## src/common/gapc_pkg.sv

```systemverilog
package gapc_pkg;

    localparam int NPORT = 5;                      // Ports b, c, d, e, f
    localparam int PW    = 16;                     // Register and port width
    localparam int AW    = 16;                     // AXI address width
    localparam int AN_W  = 9;                      // Analog channel pins on port b

    // Register indices; byte address is four times the index
    localparam logic [11:0] IDX_B_DIRECTION    = 12'h2C6;
    localparam logic [11:0] IDX_B_LEVEL        = 12'h2C8;
    localparam logic [11:0] IDX_B_OUTPUT_LATCH = 12'h2CA;
    localparam logic [11:0] IDX_C_DIRECTION    = 12'h2CC;
    localparam logic [11:0] IDX_C_LEVEL        = 12'h2CE;
    localparam logic [11:0] IDX_C_OUTPUT_LATCH = 12'h2D0;
    localparam logic [11:0] IDX_D_DIRECTION    = 12'h2D2;
    localparam logic [11:0] IDX_D_LEVEL        = 12'h2D4;
    localparam logic [11:0] IDX_D_OUTPUT_LATCH = 12'h2D6;
    localparam logic [11:0] IDX_E_DIRECTION    = 12'h2D8;
    localparam logic [11:0] IDX_E_LEVEL        = 12'h2DA;
    localparam logic [11:0] IDX_E_OUTPUT_LATCH = 12'h2DC;
    localparam logic [11:0] IDX_F_DIRECTION    = 12'h2DE;
    localparam logic [11:0] IDX_F_LEVEL        = 12'h2E0;
    localparam logic [11:0] IDX_F_OUTPUT_LATCH = 12'h2E2;
    localparam logic [11:0] IDX_ANALOG_CFG     = 12'h2E4;

    localparam logic [NPORT-1:0][11:0] IDX_DIRECTION = {
        IDX_F_DIRECTION, IDX_E_DIRECTION, IDX_D_DIRECTION,
        IDX_C_DIRECTION, IDX_B_DIRECTION};
    localparam logic [NPORT-1:0][11:0] IDX_LEVEL = {
        IDX_F_LEVEL, IDX_E_LEVEL, IDX_D_LEVEL, IDX_C_LEVEL, IDX_B_LEVEL};
    localparam logic [NPORT-1:0][11:0] IDX_OUTPUT_LATCH = {
        IDX_F_OUTPUT_LATCH, IDX_E_OUTPUT_LATCH, IDX_D_OUTPUT_LATCH,
        IDX_C_OUTPUT_LATCH, IDX_B_OUTPUT_LATCH};

    // Implemented pins per port, f down to b
    localparam logic [NPORT-1:0][PW-1:0] PIN_MASK = {
        16'h007F, 16'h013F, 16'h000F, 16'hE000, 16'h01FF};
    // Direction after reset: every implemented pin an input
    localparam logic [NPORT-1:0][PW-1:0] DIRECTION_RST = {
        16'h007F, 16'h013F, 16'h000F, 16'hE000, 16'h01FF};
    localparam logic [PW-1:0]   LATCH_RST      = 16'h0000;
    localparam logic [AN_W-1:0] ANALOG_CFG_RST = 9'h000;
    localparam logic [PW-1:0]   ANALOG_MASK    = 16'h01FF;

    localparam logic [1:0] RESP_OKAY   = 2'h0;
    localparam logic [1:0] RESP_SLVERR = 2'h2;

    typedef enum logic [1:0] {
        KIND_DIRECTION,
        KIND_LEVEL,
        KIND_LATCH,
        KIND_ANALOG
    } gapc_kind_type;

    // Result of one address decode
    typedef struct packed {
        logic          hit;
        logic [2:0]    port;
        gapc_kind_type kind;
    } gapc_sel_type;

endpackage : gapc_pkg

```

## src/gapc_port.sv

```systemverilog
// The AXI4-Lite slave port was left to the implementer.
`timescale 1ns/1ps
// Notes on behaviour
// RL1 - A pin's analog or digital role comes from its analog config bit together with its direction.
// RL2 - Software sets a pin's direction to input before asking for it to be sampled as analog.
// RL3 - An analog pin left as an output presents its own driven level to the converter.
// RL4 - A pin level read returns zero at every pin configured as an analog channel.
// RL5 - A pin configured as a digital input is never routed to the converter.
// RL6 - A read of a port reflects a direction or latch write only two cycles or more later.
// RL7 - Bits with no pin ignore writes and read as zero.
// RL8 - Direction one makes a pin an input with driver off, zero drives it from the latch.
// RL9 - Pin level reads give the sampled pins, and writes to it update the output latch.
// RL10 - Output latch reads give the stored latch contents.
// RL11 - After reset every implemented pin is an input.
// RL12 - Analog zero forcing applies to pin level reads only, never to latch reads.
module gapc_port (
    input  wire logic                                     aclk,          // 200 MHz clock
    input  wire logic                                     aresetn,       // Sync reset, low
    input  wire logic [gapc_pkg::AW-1:0]                  s_axi_awaddr,  // Write address
    input  wire logic                                     s_axi_awvalid, // Write address valid
    output logic                                          s_axi_awready, // Write address ready
    input  wire logic [31:0]                              s_axi_wdata,   // Write data
    input  wire logic [3:0]                               s_axi_wstrb,   // Write strobes
    input  wire logic                                     s_axi_wvalid,  // Write data valid
    output logic                                          s_axi_wready,  // Write data ready
    output logic [1:0]                                    s_axi_bresp,   // Write response
    output logic                                          s_axi_bvalid,  // Write resp valid
    input  wire logic                                     s_axi_bready,  // Write resp ready
    input  wire logic [gapc_pkg::AW-1:0]                  s_axi_araddr,  // Read address
    input  wire logic                                     s_axi_arvalid, // Read address valid
    output logic                                          s_axi_arready, // Read address ready
    output logic [31:0]                                   s_axi_rdata,   // Read data
    output logic [1:0]                                    s_axi_rresp,   // Read response
    output logic                                          s_axi_rvalid,  // Read data valid
    input  wire logic                                     s_axi_rready,  // Read data ready
    input  wire logic [gapc_pkg::NPORT-1:0][gapc_pkg::PW-1:0] pin_in,    // Pad input levels
    output logic [gapc_pkg::NPORT-1:0][gapc_pkg::PW-1:0]  pin_out,       // Pad output levels
    output logic [gapc_pkg::NPORT-1:0][gapc_pkg::PW-1:0]  pin_oe,        // Pad driver enables
    output logic [gapc_pkg::AN_W-1:0]                     analog_sel_ext,   // Pin to converter
    output logic [gapc_pkg::AN_W-1:0]                     analog_sel_drive, // Own level sampled
    output logic [gapc_pkg::AN_W-1:0]                     analog_drive_level // Driven level
);

    // Address decode, shared by the read and write paths
    function automatic gapc_pkg::gapc_sel_type reg_decode(input logic [gapc_pkg::AW-1:0] addr);
        gapc_pkg::gapc_sel_type sel;
        sel      = '0;
        sel.kind = gapc_pkg::KIND_DIRECTION;
        if (addr[1:0] == 2'h0 && addr[13:2] == gapc_pkg::IDX_ANALOG_CFG) begin
            sel.hit  = 1'b1;
            sel.kind = gapc_pkg::KIND_ANALOG;
        end
        for (int p = 0; p < gapc_pkg::NPORT; p++) begin
            if (addr[1:0] == 2'h0 && addr[13:2] == gapc_pkg::IDX_DIRECTION[p]) begin
                sel.hit  = 1'b1;
                sel.port = 3'(p);
                sel.kind = gapc_pkg::KIND_DIRECTION;
            end
            if (addr[1:0] == 2'h0 && addr[13:2] == gapc_pkg::IDX_LEVEL[p]) begin
                sel.hit  = 1'b1;
                sel.port = 3'(p);
                sel.kind = gapc_pkg::KIND_LEVEL;
            end
            if (addr[1:0] == 2'h0 && addr[13:2] == gapc_pkg::IDX_OUTPUT_LATCH[p]) begin
                sel.hit  = 1'b1;
                sel.port = 3'(p);
                sel.kind = gapc_pkg::KIND_LATCH;
            end
        end
        if (addr[gapc_pkg::AW-1:14] != '0) begin
            sel.hit = 1'b0;
        end
        return sel;
    endfunction : reg_decode

    logic [gapc_pkg::NPORT-1:0][gapc_pkg::PW-1:0] direction_r;
    logic [gapc_pkg::NPORT-1:0][gapc_pkg::PW-1:0] latch_r;
    logic [gapc_pkg::NPORT-1:0][gapc_pkg::PW-1:0] pin_sample_r;
    logic [gapc_pkg::AN_W-1:0]                    analog_cfg_r;
    logic [gapc_pkg::AW-1:0]                      awaddr_r;
    logic                                         aw_held_r;
    logic [31:0]                                  wdata_r;
    logic [3:0]                                   wstrb_r;
    logic                                         w_held_r;
    logic                                         bvalid_r;
    logic [1:0]                                   bresp_r;
    logic                                         rvalid_r;
    logic [1:0]                                   rresp_r;
    logic [31:0]                                  rdata_r;
    logic [gapc_pkg::NPORT-1:0][gapc_pkg::PW-1:0] pin_out_r;
    logic [gapc_pkg::NPORT-1:0][gapc_pkg::PW-1:0] pin_oe_r;
    logic [gapc_pkg::AN_W-1:0]                    sel_ext_r;
    logic [gapc_pkg::AN_W-1:0]                    sel_drive_r;
    logic [gapc_pkg::AN_W-1:0]                    drive_level_r;
    logic                                         wr_fire;
    logic [15:0]                                  wr_merge;
    gapc_pkg::gapc_sel_type                       wr_sel;
    gapc_pkg::gapc_sel_type                       rd_sel;
    logic [gapc_pkg::PW-1:0]                      rd_word;
    logic [gapc_pkg::PW-1:0]                      analog_wide;

    // Each write channel takes one item, then waits for the write to complete; reads wait for rvalid to clear
    assign s_axi_awready = !aw_held_r && !bvalid_r;
    assign s_axi_wready  = !w_held_r && !bvalid_r;
    assign s_axi_arready = !rvalid_r;
    assign s_axi_bvalid  = bvalid_r;
    assign s_axi_bresp   = bresp_r;
    assign s_axi_rvalid  = rvalid_r;
    assign s_axi_rresp   = rresp_r;
    assign s_axi_rdata   = rdata_r;

    assign wr_fire  = aw_held_r && w_held_r && !bvalid_r;
    assign wr_sel   = reg_decode(awaddr_r);
    assign rd_sel   = reg_decode(s_axi_araddr);
    assign analog_wide = {{(gapc_pkg::PW-gapc_pkg::AN_W){1'b0}}, analog_cfg_r};

    // Byte lanes merged over the current latch, direction or analog config of the addressed register
    always_comb begin
        wr_merge = latch_r[wr_sel.port];
        if (wr_sel.kind == gapc_pkg::KIND_DIRECTION) begin
            wr_merge = direction_r[wr_sel.port];
        end
        if (wr_sel.kind == gapc_pkg::KIND_ANALOG) begin
            wr_merge = analog_wide;
        end
        if (wstrb_r[0]) begin
            wr_merge[7:0] = wdata_r[7:0];
        end
        if (wstrb_r[1]) begin
            wr_merge[15:8] = wdata_r[15:8];
        end
    end

    // Write address held until the write completes; either channel may come first
    always_ff @(posedge aclk) begin
        if (!aresetn) begin
            aw_held_r <= 1'b0;
            awaddr_r  <= '0;
        end else if (s_axi_awvalid && s_axi_awready) begin
            aw_held_r <= 1'b1;
            awaddr_r  <= s_axi_awaddr;
        end else if (wr_fire) begin
            aw_held_r <= 1'b0;
        end
    end

    // Write data and strobes held the same way, independent of the address
    always_ff @(posedge aclk) begin
        if (!aresetn) begin
            w_held_r <= 1'b0;
            wdata_r  <= '0;
            wstrb_r  <= '0;
        end else if (s_axi_wvalid && s_axi_wready) begin
            w_held_r <= 1'b1;
            wdata_r  <= s_axi_wdata;
            wstrb_r  <= s_axi_wstrb;
        end else if (wr_fire) begin
            w_held_r <= 1'b0;
        end
    end

    // Write response valid, held until the master takes it
    always_ff @(posedge aclk) begin
        if (!aresetn) begin
            bvalid_r <= 1'b0;
        end else if (wr_fire) begin
            bvalid_r <= 1'b1;
        end else if (s_axi_bready) begin
            bvalid_r <= 1'b0;
        end
    end

    // Unmapped addresses answer with an error and change nothing
    always_ff @(posedge aclk) begin
        if (!aresetn) begin
            bresp_r <= gapc_pkg::RESP_OKAY;
        end else if (wr_fire) begin
            bresp_r <= wr_sel.hit ? gapc_pkg::RESP_OKAY : gapc_pkg::RESP_SLVERR;
        end
    end

    // Direction and latch registers, one generate lane per port
    for (genvar p = 0; p < gapc_pkg::NPORT; p++) begin : g_port
        always_ff @(posedge aclk) begin
            if (!aresetn) begin
                direction_r[p] <= gapc_pkg::DIRECTION_RST[p];   // [RL11]
                latch_r[p]     <= gapc_pkg::LATCH_RST;
            end else if (wr_fire && wr_sel.hit && wr_sel.port == 3'(p)) begin
                unique case (wr_sel.kind)
                    gapc_pkg::KIND_DIRECTION: begin
                        direction_r[p] <= wr_merge & gapc_pkg::PIN_MASK[p];   // [RL7]
                    end
                    gapc_pkg::KIND_LEVEL, gapc_pkg::KIND_LATCH: begin
                        latch_r[p] <= wr_merge & gapc_pkg::PIN_MASK[p];   // [RL9] [RL7]
                    end
                    gapc_pkg::KIND_ANALOG: begin
                    end
                endcase
            end
        end

        // Pad levels follow the latch one cycle later; unpinned bits stay low
        always_ff @(posedge aclk) begin
            if (!aresetn) begin
                pin_out_r[p] <= '0;
            end else begin
                pin_out_r[p] <= latch_r[p] & gapc_pkg::PIN_MASK[p];   // [RL7]
            end
        end

        // Drivers off at reset so nothing fights the pads; unpinned bits never drive
        always_ff @(posedge aclk) begin
            if (!aresetn) begin
                pin_oe_r[p] <= '0;
            end else begin
                pin_oe_r[p] <= ~direction_r[p] & gapc_pkg::PIN_MASK[p];   // [RL8]
            end
        end

        // Single sampling stage; pads are taken as synchronous to aclk
        always_ff @(posedge aclk) begin
            if (!aresetn) begin
                pin_sample_r[p] <= '0;
            end else begin
                pin_sample_r[p] <= pin_in[p] & gapc_pkg::PIN_MASK[p];   // [RL7]
            end
        end
    end

    assign pin_out = pin_out_r;
    assign pin_oe  = pin_oe_r;

    // Analog configuration register, port b channel pins only
    always_ff @(posedge aclk) begin
        if (!aresetn) begin
            analog_cfg_r <= gapc_pkg::ANALOG_CFG_RST;
        end else if (wr_fire && wr_sel.hit && wr_sel.kind == gapc_pkg::KIND_ANALOG) begin
            analog_cfg_r <= wr_merge[gapc_pkg::AN_W-1:0];
        end
    end

    // Converter routing: external only when analog and input, own level when output
    always_ff @(posedge aclk) begin
        if (!aresetn) begin
            sel_ext_r   <= '0;
            sel_drive_r <= '0;
        end else begin
            sel_ext_r   <= analog_cfg_r & direction_r[0][gapc_pkg::AN_W-1:0];  // [RL1] [RL5]
            sel_drive_r <= analog_cfg_r & ~direction_r[0][gapc_pkg::AN_W-1:0]; // [RL3]
        end
    end

    // Level the converter sees for a driven pin; same lag as the pad outputs
    always_ff @(posedge aclk) begin
        if (!aresetn) begin
            drive_level_r <= '0;
        end else begin
            drive_level_r <= latch_r[0][gapc_pkg::AN_W-1:0];   // [RL3]
        end
    end

    assign analog_sel_ext     = sel_ext_r;
    assign analog_sel_drive   = sel_drive_r;
    assign analog_drive_level = drive_level_r;

    // Read mux; level reads see sampled pads, so a fresh write shows two cycles late
    always_comb begin
        rd_word = '0;
        unique case (rd_sel.kind)
            gapc_pkg::KIND_DIRECTION: begin
                rd_word = direction_r[rd_sel.port];
            end
            gapc_pkg::KIND_LEVEL: begin
                rd_word = pin_sample_r[rd_sel.port];   // [RL9] [RL6]
                if (rd_sel.port == 3'h0) begin
                    rd_word = rd_word & ~analog_wide;   // [RL4] [RL12]
                end
            end
            gapc_pkg::KIND_LATCH: begin
                rd_word = latch_r[rd_sel.port];   // [RL10] [RL12]
            end
            gapc_pkg::KIND_ANALOG: begin
                rd_word = analog_wide;
            end
        endcase
        if (!rd_sel.hit) begin
            rd_word = '0;
        end
    end

    // Read answer one cycle after the address is taken
    always_ff @(posedge aclk) begin
        if (!aresetn) begin
            rvalid_r <= 1'b0;
        end else if (s_axi_arvalid && s_axi_arready) begin
            rvalid_r <= 1'b1;
        end else if (s_axi_rready) begin
            rvalid_r <= 1'b0;
        end
    end

    // Payload loaded only on accept, so it stands while rvalid waits
    always_ff @(posedge aclk) begin
        if (!aresetn) begin
            rresp_r <= gapc_pkg::RESP_OKAY;
            rdata_r <= '0;
        end else if (s_axi_arvalid && s_axi_arready) begin
            rresp_r <= rd_sel.hit ? gapc_pkg::RESP_OKAY : gapc_pkg::RESP_SLVERR;
            rdata_r <= {16'h0000, rd_word};
        end
    end

endmodule : gapc_port

```

## config.mk

```make
export PLATFORM = sky130hd
export DESIGN_NAME = gapc_port
export DESIGN_NICKNAME = d
export VERILOG_FILES = /design/src/common/gapc_pkg.sv /design/src/gapc_port.sv
export SDC_FILE = /design/constraint.sdc
export NUM_CORES = 1
export LEC_CHECK = 0
export BUFFER_PORTS_ARGS = -buffer_cell sky130_fd_sc_hd__buf_2
export CAP_MARGIN = 0
export CORE_MARGIN = 2
export CORE_UTILIZATION = 40
export DETAILED_ROUTE_END_ITERATION = 8
export GPL_ROUTABILITY_DRIVEN = 1
export PLACE_DENSITY = 0.67
export SYNTH_ARGS = -nofsm -noshare
export SYNTH_HDL_FRONTEND = slang
export SYNTH_SLANG_ARGS = --single-unit
```

## constraint.sdc

```tcl
create_clock -name aclk -period 4.2 [get_ports aclk]
set_input_delay 0.42 -clock aclk [delete_from_list [all_inputs] [get_ports aclk]]
set_output_delay 0.42 -clock aclk [all_outputs]
set_load 0.005 [all_outputs]
```

==> reports/summary.md, run 1 <==
• 0 — total setup violations reported at the end of the flow
• 14.8% — Layout area overhead
• 394 mW/mm^2 — power density cells
• 692 — First DRT Iteration DRCs
• 225 — flop and latch count out of synthesis
• 1 — depth of the CTS H-tree
• 59 — total number of placement rows
• 5.27 — routed vias/inst
• 0 — count of max-cap constraint violations
• a21oi_1 — Most common cell on crit path
• 3.90 ns — CP arrival
• 116 — largest net degree at the start of global routing
• 9252 — total vias in the final route
• 0 — Post-CTS Repair Setup Buffers
• 73 — number of unique standard cell types used by synthesis
• 0 — number of DRC violations after detailed routing
• flip-flop — element type at the critical path start
• 0 — # diodes
• 2507 — fill count
• 47400 um — first-pass GRT wire length
• 0.0259 sq mm — area inside the core boundary
• 0.406 — starting density of the core
• 303 uV — worst ir drop on vdd
• 0.229 — net switching fraction of the power
• 0 — CTS Hold Bufs
• reg -> reg — type of the worst setup path
• 0.0276 sq mm — Total Die Area
• 3.66 mW — Cell Int Power
• in -> reg — path category of the worst min-delay check
• 0.213 — overall global routing resource usage
• completed — run status
• 0.00506 sq mm — area of combinational cells with multiple inputs
• 8415 — via count of the first global-routing pass
• dfxtp_1 — most common cell after layout, fill and taps aside
• 383 — I/O pin count
• 4.54 ns — required time of the critical path
• clkbuf_16 — master cell of the clock root buffer
• false — setup repair after global routing missed its margin
• 0 ns — final setup TNS
• 225 — Num Clock Sinks
• dfxtp_1 — Worst path slowest cell
• 0.171 — relative slew slack
• 1561 — NumNets Final
• 0 — max-slew violation total from the final report
• 0.0132 ns — Layout Skew
• 0 — initial antenna violation count
• 0 — count of final hold-check violations
• 166 um — die width
• 1254 — cell count after synthesis
• 0.464 — portion of total power attributed to sequential cells
• 0 — total overflow reported by the global router
• 0.70 ns — delay of the slowest cell on the worst path
• 1.09 mW — Switch Pwr
• 0.0105 sq mm — Synth Cell Area
• 3 — maximum number of buffers from clock root to sink
• 23200 um — Detail Placement HPWL
• 0.102 ns — final-layout worst hold slack
• 0.53 ns — clock latency on the worst-skew pair
• 5.48 nW — static leakage
• 0 — residual antenna-violating net count after detailed routing
• dfxtp_1 (225), buf_2 (188), nand2_1 (148) — commonest non-fill, non-tap cells in the layout
• dfxtp_1 — dominant synthesized flop cell
• 5 — iteration count of the initial detailed-routing pass
• 0.0415 — GR met3 Demand/Resource
• 1 — Buffers & Inverters on Critical Path
• 0.06 ns — clock-pin slew on the worst setup and hold paths
• 0.429 — sequential share of the synthesized area
• 281 MHz — maximum achievable frequency
• 0 — number of enable-type register cells in the synthesized netlist
• 0.197 — fraction of final layout cells sized beyond drive strength 1
• 0 — share of synthesized registers carrying an async set or reset
• 0 — number of resized instances in the post-cts repair step
• 24 — total CTS buffers
• 3.56 ns — minimum period implied by the final worst setup slack
• 0.290 — M1 GR Usage
• yes — clock tree from TritonCTS
• 0.929 — GP Congestion
• 0.847 — final worst-path cycle share
• 20 — maximum fanout count along the critical path
• 1.24 ns — pin slew with the least headroom to its limit
• 188 — I/O Buffers
• 31100 um — sum of routed wire length over all layers
• 0.340 — GR met2 Demand/Resource
• 166 um — DIE HEIGHT
• nor2b_1 > a21oi_1 > nor2_1 > a41oi_1 > nor2_1 > o21a_1 > ha_1 > or3_1 > a31o_2 > a21oi_1 > a21oi_1 > o221ai_1 > buf_4 > o211ai_1 — cell-by-cell listing of the critical path
• 0.00450 sq mm — Storage cell area
• 0.474 — clock network fraction of total power
• compound AO/OA/AOI/OAI gates — Top delay family on crit path
• met2 — most congested layer reported by global routing
• 0 — Synth Warn #
• 8.38 sq um — per-instance average area after synthesis
• 17.7 um — wire length per cell
• 0.062 — Combinational Power Share
• flip-flop — sort of element at the end of the critical path
==> logic make-up after synthesis <==
family	after synthesis	share of synthesized area
flops	225	0.429
other cells	1	0.000357
buf+inv	237	0.133
xor+xnor	5	0.00417
fa+ha+maj	2	0.00238
mux	34	0.0341
simple gates	453	0.213
compound gates	297	0.184
==> registers in the layout, summed over array words and instances, names as in the netlist, 2 cells and up <==
signal              cells
awaddr_r               16
direction_r            30
analog_sel_drive        9
latch_r                30
analog_cfg_r            9
pin_sample_r           30
s_axi_rdata            12
analog_drive_level      9
wdata_r                12
pin_oe                 30
wstrb_r                 2
pin_out                21
analog_sel_ext          9
==> stage by stage <==
step | instance area, sq um | power [mW] | setup slack [ns] | cells | utilization
2_1_floorplan | 11000 | 2.52 | 0.926 | 1375 | -
3_3_place_gp | 11200 | 2.54 | 0.752 | 1713 | 0.433
3_5_place_dp | 11200 | 2.54 | 0.704 | 1713 | 0.433
4_1_cts | 12100 | 4.78 | 0.677 | 1756 | 0.466
5_1_grt | 12100 | 4.91 | 0.342 | 1756 | 0.466
6_report | 12100 | 4.75 | 0.642 | 1756 | 0.466
==> worst paths after layout <==
path	start	to	slack, ns	cells after the start
setup / recovery	awaddr_r[5]	direction_r[35]	0.64	14
hold / removal	pin_in[52]	pin_sample_r[52]	0.10	2
setup reg to reg	awaddr_r[5]	direction_r[35]	0.64	14
hold reg to reg	s_axi_rdata[8]	s_axi_rdata[8]	0.45	2
==> routing by layer <==
metal  vias to the layer above  wire [um]
li1                       4418          -
met1                      4302      13200
met2                       458      14100
met3                        74       2820
met4                         0        977
met5                         -          0
==> area by class of cell <==
type                    instances  share of cell area
clock inverters                11              0.0139
flip-flops and latches        225               0.373
well taps                     335              0.0347
repair buffers                210              0.0927
multi-input cells             913               0.419
clock buffers                  32              0.0565
inverters                      30             0.00933
==> synthesized netlist by cell type (8+ instances only) <==
cell type  instances  area (sq um)
and3_1            17           106
o211ai_1          18           135
nand3_1           15          75.1
a221o_1            9          90.1
a211oi_1           9          67.6
buf_4            131           983
o22ai_1           16           100
o21ai_0           35           175
nor2_1           101           379
clkbuf_1          60           225
or3_1             10          62.6
nor3_1            29           145
nand2b_1          16           100
a21oi_1           95           475
nand2_1          148           556
mux2i_1           29           290
and2_1            68           425
inv_1             29           109
dfxtp_1          225          4500
a22oi_1           13          97.6
buf_1              8          30.0
a31oi_1           31           194
==> worst register-to-register path, delay by kind of cell (launching register included) <==
family	cells	cell delay, ns
flip-flops	1	0.70
AO/OA/AOI/OAI	8	1.38
AND/OR/NAND/NOR	4	0.70
buffers and inverters	1	0.24
adder cells (fa/ha/maj)	1	0.35
==> power by group through the flow <==
stage          clock [mW]  combinational, mW  sequential [mW]
2_1_floorplan           0              0.291             2.23
3_3_place_gp            0              0.285             2.25
3_5_place_dp            0              0.290             2.25
4_1_cts              2.28              0.290             2.21
5_1_grt              2.37              0.329             2.21
6_report             2.25              0.294             2.21
(Power assumes the default switching activity.)
==> run 2: changes to the inputs <==
Settings changed: PLACE_DENSITY 0.67 to 0.69.
Clock period 4.2 ns to 3 ns, I/O delays scaled along.
==> reports/summary.md, run 2 (synthesized netlist as in run 1, its figures left out) <==
• 0.0139 ns — final-layout worst hold slack, -0.0877 ns
• 2 — Buffers & Inverters on Critical Path, +1
• 3 — worst hold path depth, +1
• 0.16 ns — setup slack of the worst register-to-register path, -0.48 ns
• 166 um — DIE HEIGHT, unchanged
• 9 — maximum fanout count along the critical path, -55%
• 1 — initial antenna violation count, +1
• 5.31 — routed vias/inst, +0.86%
• awaddr_r[4] — origin of the worst setup path
• 24100 um — Detail Placement HPWL, +3.7%
• yes — clock tree from TritonCTS
• direction_r[35] — endpoint of the worst setup timing path
• 376 uV — worst ir drop on vdd, +24%
• 59 — total number of placement rows, unchanged
• flip-flop — element type at the critical path start
• 116 — largest net degree at the start of global routing, unchanged
• 0 ns — final setup TNS, unchanged
• 0.228 — overall global routing resource usage, +0.0150
• direction_r[35] — capturing point of the worst reg2reg path
• 50700 um — first-pass GRT wire length, +7.1%
• in -> reg — path category of the worst min-delay check
• 9075 — via count of the first global-routing pass, +7.8%
• 0 — total overflow reported by the global router, unchanged
• 6.82 mW — power consumption, +43%
• 2475 — fill count, -1.3%
• 0 — count of final hold-check violations, unchanged
• 0.40 ns — delay of the slowest cell on the worst path, -0.30 ns
• 14 — Crit path depth, unchanged
• 1635 — NumNets Final, +4.7%
• dfxtp_1 — most common cell after layout, fill and taps aside
• completed — run status
• 25 — total CTS buffers, +4.2%
• 33100 um — sum of routed wire length over all layers, +6.4%
• 353 MHz — maximum achievable frequency, +25%
• 3.18 ns — CP arrival, -0.72 ns
• or3_4 — Worst path slowest cell
• 0.53 ns — clock latency on the worst-skew pair, about the same
• 18.1 um — wire length per cell, +2.0%
• 1052 — First DRT Iteration DRCs, +52%
• or3_1 > o21ai_0 > a32oi_1 > nor2_1 > o21a_1 > inv_1 > ha_1 > or3_4 > a31o_2 > a21oi_2 > a21oi_1 > o221ai_2 > buf_6 > o211ai_1 — cell-by-cell listing of the critical path
• 225 — Num Clock Sinks, unchanged
• 5 — iteration count of the initial detailed-routing pass, unchanged
• 1 — depth of the CTS H-tree, unchanged
• 0.0259 sq mm — area inside the core boundary, unchanged
• 532 mW/mm^2 — power density cells, +35%
• 0 — max-slew violation total from the final report, unchanged
• 0.230 — fraction of final layout cells sized beyond drive strength 1, +0.0327
• 0 — count of max-cap constraint violations, unchanged
• 5.85 nW — static leakage, +6.7%
• 0.946 — final worst-path cycle share, +0.0984
• 0 — residual antenna-violating net count after detailed routing, unchanged
• 0.0139 ns — Layout Skew, +0.000689 ns
• clkbuf_16 — master cell of the clock root buffer
• 1.03 ns — pin slew with the least headroom to its limit, -0.201 ns
• 0.406 — starting density of the core, unchanged
• reg -> reg — type of the worst setup path
• 3.35 ns — required time of the critical path, -1.19 ns
• 0.0276 sq mm — Total Die Area, unchanged
• compound AO/OA/AOI/OAI gates — Top delay family on crit path
• 0.940 — GP Congestion, +1.2%
• 166 um — die width, unchanged
• s_axi_awaddr[13] — hold path startpoint
• 383 — I/O pin count, unchanged
• 0 — total setup violations reported at the end of the flow, unchanged
• 22.1% — Layout area overhead
• 0.07 ns — clock-pin slew on the worst setup and hold paths, about the same
• 14 — length in cells of the worst reg-to-reg path, unchanged
• 3 — maximum number of buffers from clock root to sink, unchanged
• 0.310 — relative slew slack, +0.140
• 0 — # diodes, unchanged
• 0 — number of DRC violations after detailed routing, unchanged
• dfxtp_1 (222), buf_2 (188), nand2_1 (148) — commonest non-fill, non-tap cells in the layout
• flip-flop — sort of element at the end of the critical path
• awaddr_r[4] — reg2reg start
• 188 — I/O Buffers, unchanged
• 9735 — total vias in the final route, +5.2%
• 2.84 ns — minimum period implied by the final worst setup slack, -0.721 ns
-- run 2: worst min-delay path by stage --
stage / endpoint / slack, ns
finish: awaddr_r[13] / 0.01
global placement: s_axi_rdata[8] / 0.44
global route: pin_sample_r[2] / 0.0001
floorplan: pin_oe[35] / 0.42
CTS: pin_sample_r[70] / 0.002
detailed placement: s_axi_rdata[8] / 0.44
-- run 2: timing repair --
item,4_1_cts,5_1_grt
pin swaps,0,3
hold endpoints to repair,29,0
hold buffers,29,0
resized for setup,1,16
setup buffers,0,1
endpoints found under the setup margin,7,49
-- run 2: area by class of cell --
class	count	area, sq um	area share
clock buffers	30	664	0.0518
multi-input cells	913	5130	0.400
repair buffers	283	1780	0.138
inverters	30	113	0.00878
well taps	335	419	0.0327
clock inverters	16	215	0.0168
flip-flops and latches	225	4510	0.351
-- run 2: worst min-delay path, cell delays in order --
cell,delay (ns)
buf_2,0.10
nand2_1,0.04
a21oi_1,0.05
-- run 2: stage by stage --
step                      utilization  worst slack (ns)  std cells  area [sq um]
final                           0.495             0.163       1832         12800
after global routing            0.495          -0.00810       1832         12800
after CTS                       0.492           0.00408       1831         12700
after detailed placement        0.446           -0.0106       1756         11600
after global placement          0.446            0.0227       1756         11600
after floorplan                     -           -0.0345       1375         11000
-- run 2: power by group --
group | leakage [nW] | internal (mW) | switching, mW
combinational | 3.60 | 0.199 | 0.302
sequential | 1.83 | 3.04 | 0.0375
clock | 0.418 | 1.95 | 1.29
total | 5.85 | 5.19 | 1.63
-- run 2: per-layer routing --
metal  wire length [um]  global-route usage  vias to the layer above
met1              14200               0.312                     4603
li1                   -                   -                     4584
met3               2720              0.0365                       63
met5                  0                   0                        -
met4                830              0.0597                        0
met2              15400               0.373                      485
==> run 3: changes to the inputs <==
Settings changed: CORE_UTILIZATION 40 to 44, GPL_TIMING_DRIVEN set to 0, PLACE_DENSITY 0.69 to 0.75.
==> reports/summary.md, run 3 (synthesized netlist as in run 1, its figures left out) <==
• flip-flop — element type at the critical path start
• 5 — iteration count of the initial detailed-routing pass, unchanged
• 0 — count of max-cap constraint violations, unchanged
• 27300 um — Detail Placement HPWL, +14%
• 52800 um — first-pass GRT wire length, +4.2%
• met2 — most congested layer reported by global routing
• 0.0251 sq mm — Total Die Area, -8.9%
• 0.00451 sq mm — Storage cell area, about the same
• compound AO/OA/AOI/OAI gates — Top delay family on crit path
• 1 — depth of the CTS H-tree, unchanged
• 5.28 — routed vias/inst, -0.59%
• 0.06 ns — clock-pin slew on the worst setup and hold paths, about the same
• 5.21 mW — Cell Int Power, +0.47%
• 0.360 — M1 GR Usage, +0.0472
• 0 — residual antenna-violating net count after detailed routing, unchanged
• 0 — total overflow reported by the global router, unchanged
• 494 mW/mm^2 — power density cells, -7.1%
• 18.4 um — wire length per cell, +1.7%
• 33.0% — Layout area overhead
• nor2_1 — Most common cell on crit path
• 334 MHz — maximum achievable frequency, -5.1%
• 0 — total setup violations reported at the end of the flow, unchanged
• 6.51 nW — static leakage, +11%
• 0.276 — overall global routing resource usage, +0.0483
• 2.99 ns — minimum period implied by the final worst setup slack, +0.153 ns
• 6.90 mW — power consumption, +1.2%
• 349 uV — worst ir drop on vdd, -7.3%
• 0.245 — net switching fraction of the power, +0.00578
• 0 — max-slew violation total from the final report, unchanged
• 0.456 — clock network fraction of total power, -0.019
• true — setup repair after global routing missed its margin
• reg -> reg — type of the worst setup path
• 0.997 — final worst-path cycle share, +0.0510
• 9337 — via count of the first global-routing pass, +2.9%
• 939 — First DRT Iteration DRCs, -11%
• 0 — # diodes, unchanged
• 0.135 — relative slew slack, -0.175
• 0.995 — GP Congestion, +5.9%
• buf_6 > buf_8 > nor3b_4 > a21oi_1 > nor2_1 > a41oi_1 > nor2_1 > o21a_4 > ha_4 > or3_4 > a31o_4 > a21oi_4 > a21oi_2 > o221ai_4 > buf_12 > o211ai_1 — cell-by-cell listing of the critical path
• 0.54 ns — clock latency on the worst-skew pair, about the same
• 1.29 ns — pin slew with the least headroom to its limit, +0.251 ns
• 0 ns — final setup TNS, unchanged
• flip-flop — sort of element at the end of the critical path
• in -> reg — path category of the worst min-delay check
• 159 um — DIE HEIGHT, -4.5%
• completed — run status
• 0.00533 sq mm — area of combinational cells with multiple inputs, +3.8%
• 3 — Buffers & Inverters on Critical Path, +1
• 0.38 ns — delay of the slowest cell on the worst path, -0.02 ns
• 0.0645 — GR met3 Demand/Resource, +0.0280
• yes — clock tree from TritonCTS
• 36300 um — sum of routed wire length over all layers, +9.5%
• dfxtp_1 (221), buf_2 (192), nand2_1 (147) — commonest non-fill, non-tap cells in the layout
• 0.284 — fraction of final layout cells sized beyond drive strength 1, +0.0545
• clkbuf_16 — master cell of the clock root buffer
• 10 — maximum fanout count along the critical path, +1
• 1790 — NumNets Final, +9.5%
• 186 — I/O Buffers, -1.1%
• 0.098 — Combinational Power Share, +0.024
• 0.450 — GR met2 Demand/Resource, +0.0768
• 0.00213 ns — final-layout worst hold slack, -0.0118 ns
• 56 — total number of placement rows, -5.1%
• 383 — I/O pin count, unchanged
• 0 — count of final hold-check violations, unchanged
• 14 — largest net degree at the start of global routing, -88%
• 0.0123 sq mm — total cell area at the placement stage, +6.5%
• 0.0137 ns — Layout Skew, -0.000282 ns
• 0.0235 sq mm — area inside the core boundary, -9.4%
• 3.38 ns — required time of the critical path, +0.03 ns
• 225 — Num Clock Sinks, unchanged
• 0.446 — portion of total power attributed to sequential cells, -0.006
• 0.448 — starting density of the core, +0.0421
• 2087 — fill count, -16%
• 0 — number of DRC violations after detailed routing, unchanged
• 159 um — die width, -4.5%
• 3 — maximum number of buffers from clock root to sink, unchanged
• 0 — initial antenna violation count, -1
• 0.0140 sq mm — Layout Cell Area excl Fill, +9.0%
• 1.69 mW — Switch Pwr, +3.7%
• 26 — total CTS buffers, +4.0%
• 10417 — total vias in the final route, +7.0%
• dfxtp_1 — most common cell after layout, fill and taps aside
• 3.37 ns — CP arrival, +0.19 ns
• or3_4 — Worst path slowest cell
run 3: cell types whose count changed in the layout (fill, tap and decap cells not counted), sizes merged:
cell / delta
buf: +96
bufinv: -3
clkbuf: +55
clkinv: +5
clkinvlp: -1
dlygate4sd3: +6
inv: -2
run 3: stage by stage:
| stage | cells | setup slack, ns | util |
|---|---|---|---|
| 2_1_floorplan | 1375 | -0.0345 | - |
| 3_3_place_gp | 1880 | -1.11 | 0.525 |
| 3_5_place_dp | 1880 | -1.03 | 0.525 |
| 4_1_cts | 1965 | 0.00351 | 0.587 |
| 5_1_grt | 1972 | -0.0480 | 0.596 |
| 6_report | 1972 | 0.0103 | 0.596 |
run 3: metal layers:
layer	vias to the layer above	part of all wire
met4	0	0.033
met2	606	0.46
met3	98	0.10
li1	4894	-
met1	4819	0.40
met5	-	0
run 3: repair_timing:
item / in CTS / in global routing
hold buffers: 35 / 0
setup endpoints to repair: 69 / 70
hold endpoints to repair: 35 / 0
buffers inserted: 7 / 8
pin swaps: 7 / 10
resized for setup: 47 / 40
run 3: power by group through the flow:
stage / sequential, mW / combinational [mW] / clock (mW)
final: 3.08 / 0.679 / 3.15
after global routing: 3.08 / 0.742 / 3.29
after detailed placement: 3.14 / 0.570 / 0
after global placement: 3.13 / 0.565 / 0
after floorplan: 3.13 / 0.410 / 0
after CTS: 3.08 / 0.632 / 3.17
run 3: worst paths after layout:
check | startpoint | endpoint | slack (ns) | cells after the start
worst min-delay path | pin_in[8] | pin_sample_r[8] | 0.002 | 2
worst max register to register | awaddr_r[5] | direction_r[35] | 0.01 | 16
worst max-delay path | awaddr_r[5] | direction_r[35] | 0.01 | 16
worst min register to register | awaddr_r[11] | awaddr_r[11] | 0.46 | 2
run 3: cell type report:
| class | instances | area share |
|---|---|---|
| buffer | 201 | 0.0958 |
| clock buffer | 33 | 0.0535 |
| clock inverter | 15 | 0.00850 |
| inverter | 30 | 0.00806 |
| multi-input combinational | 913 | 0.381 |
| sequential | 225 | 0.323 |
| tap | 319 | 0.0286 |
| timing repair buffer | 236 | 0.102 |
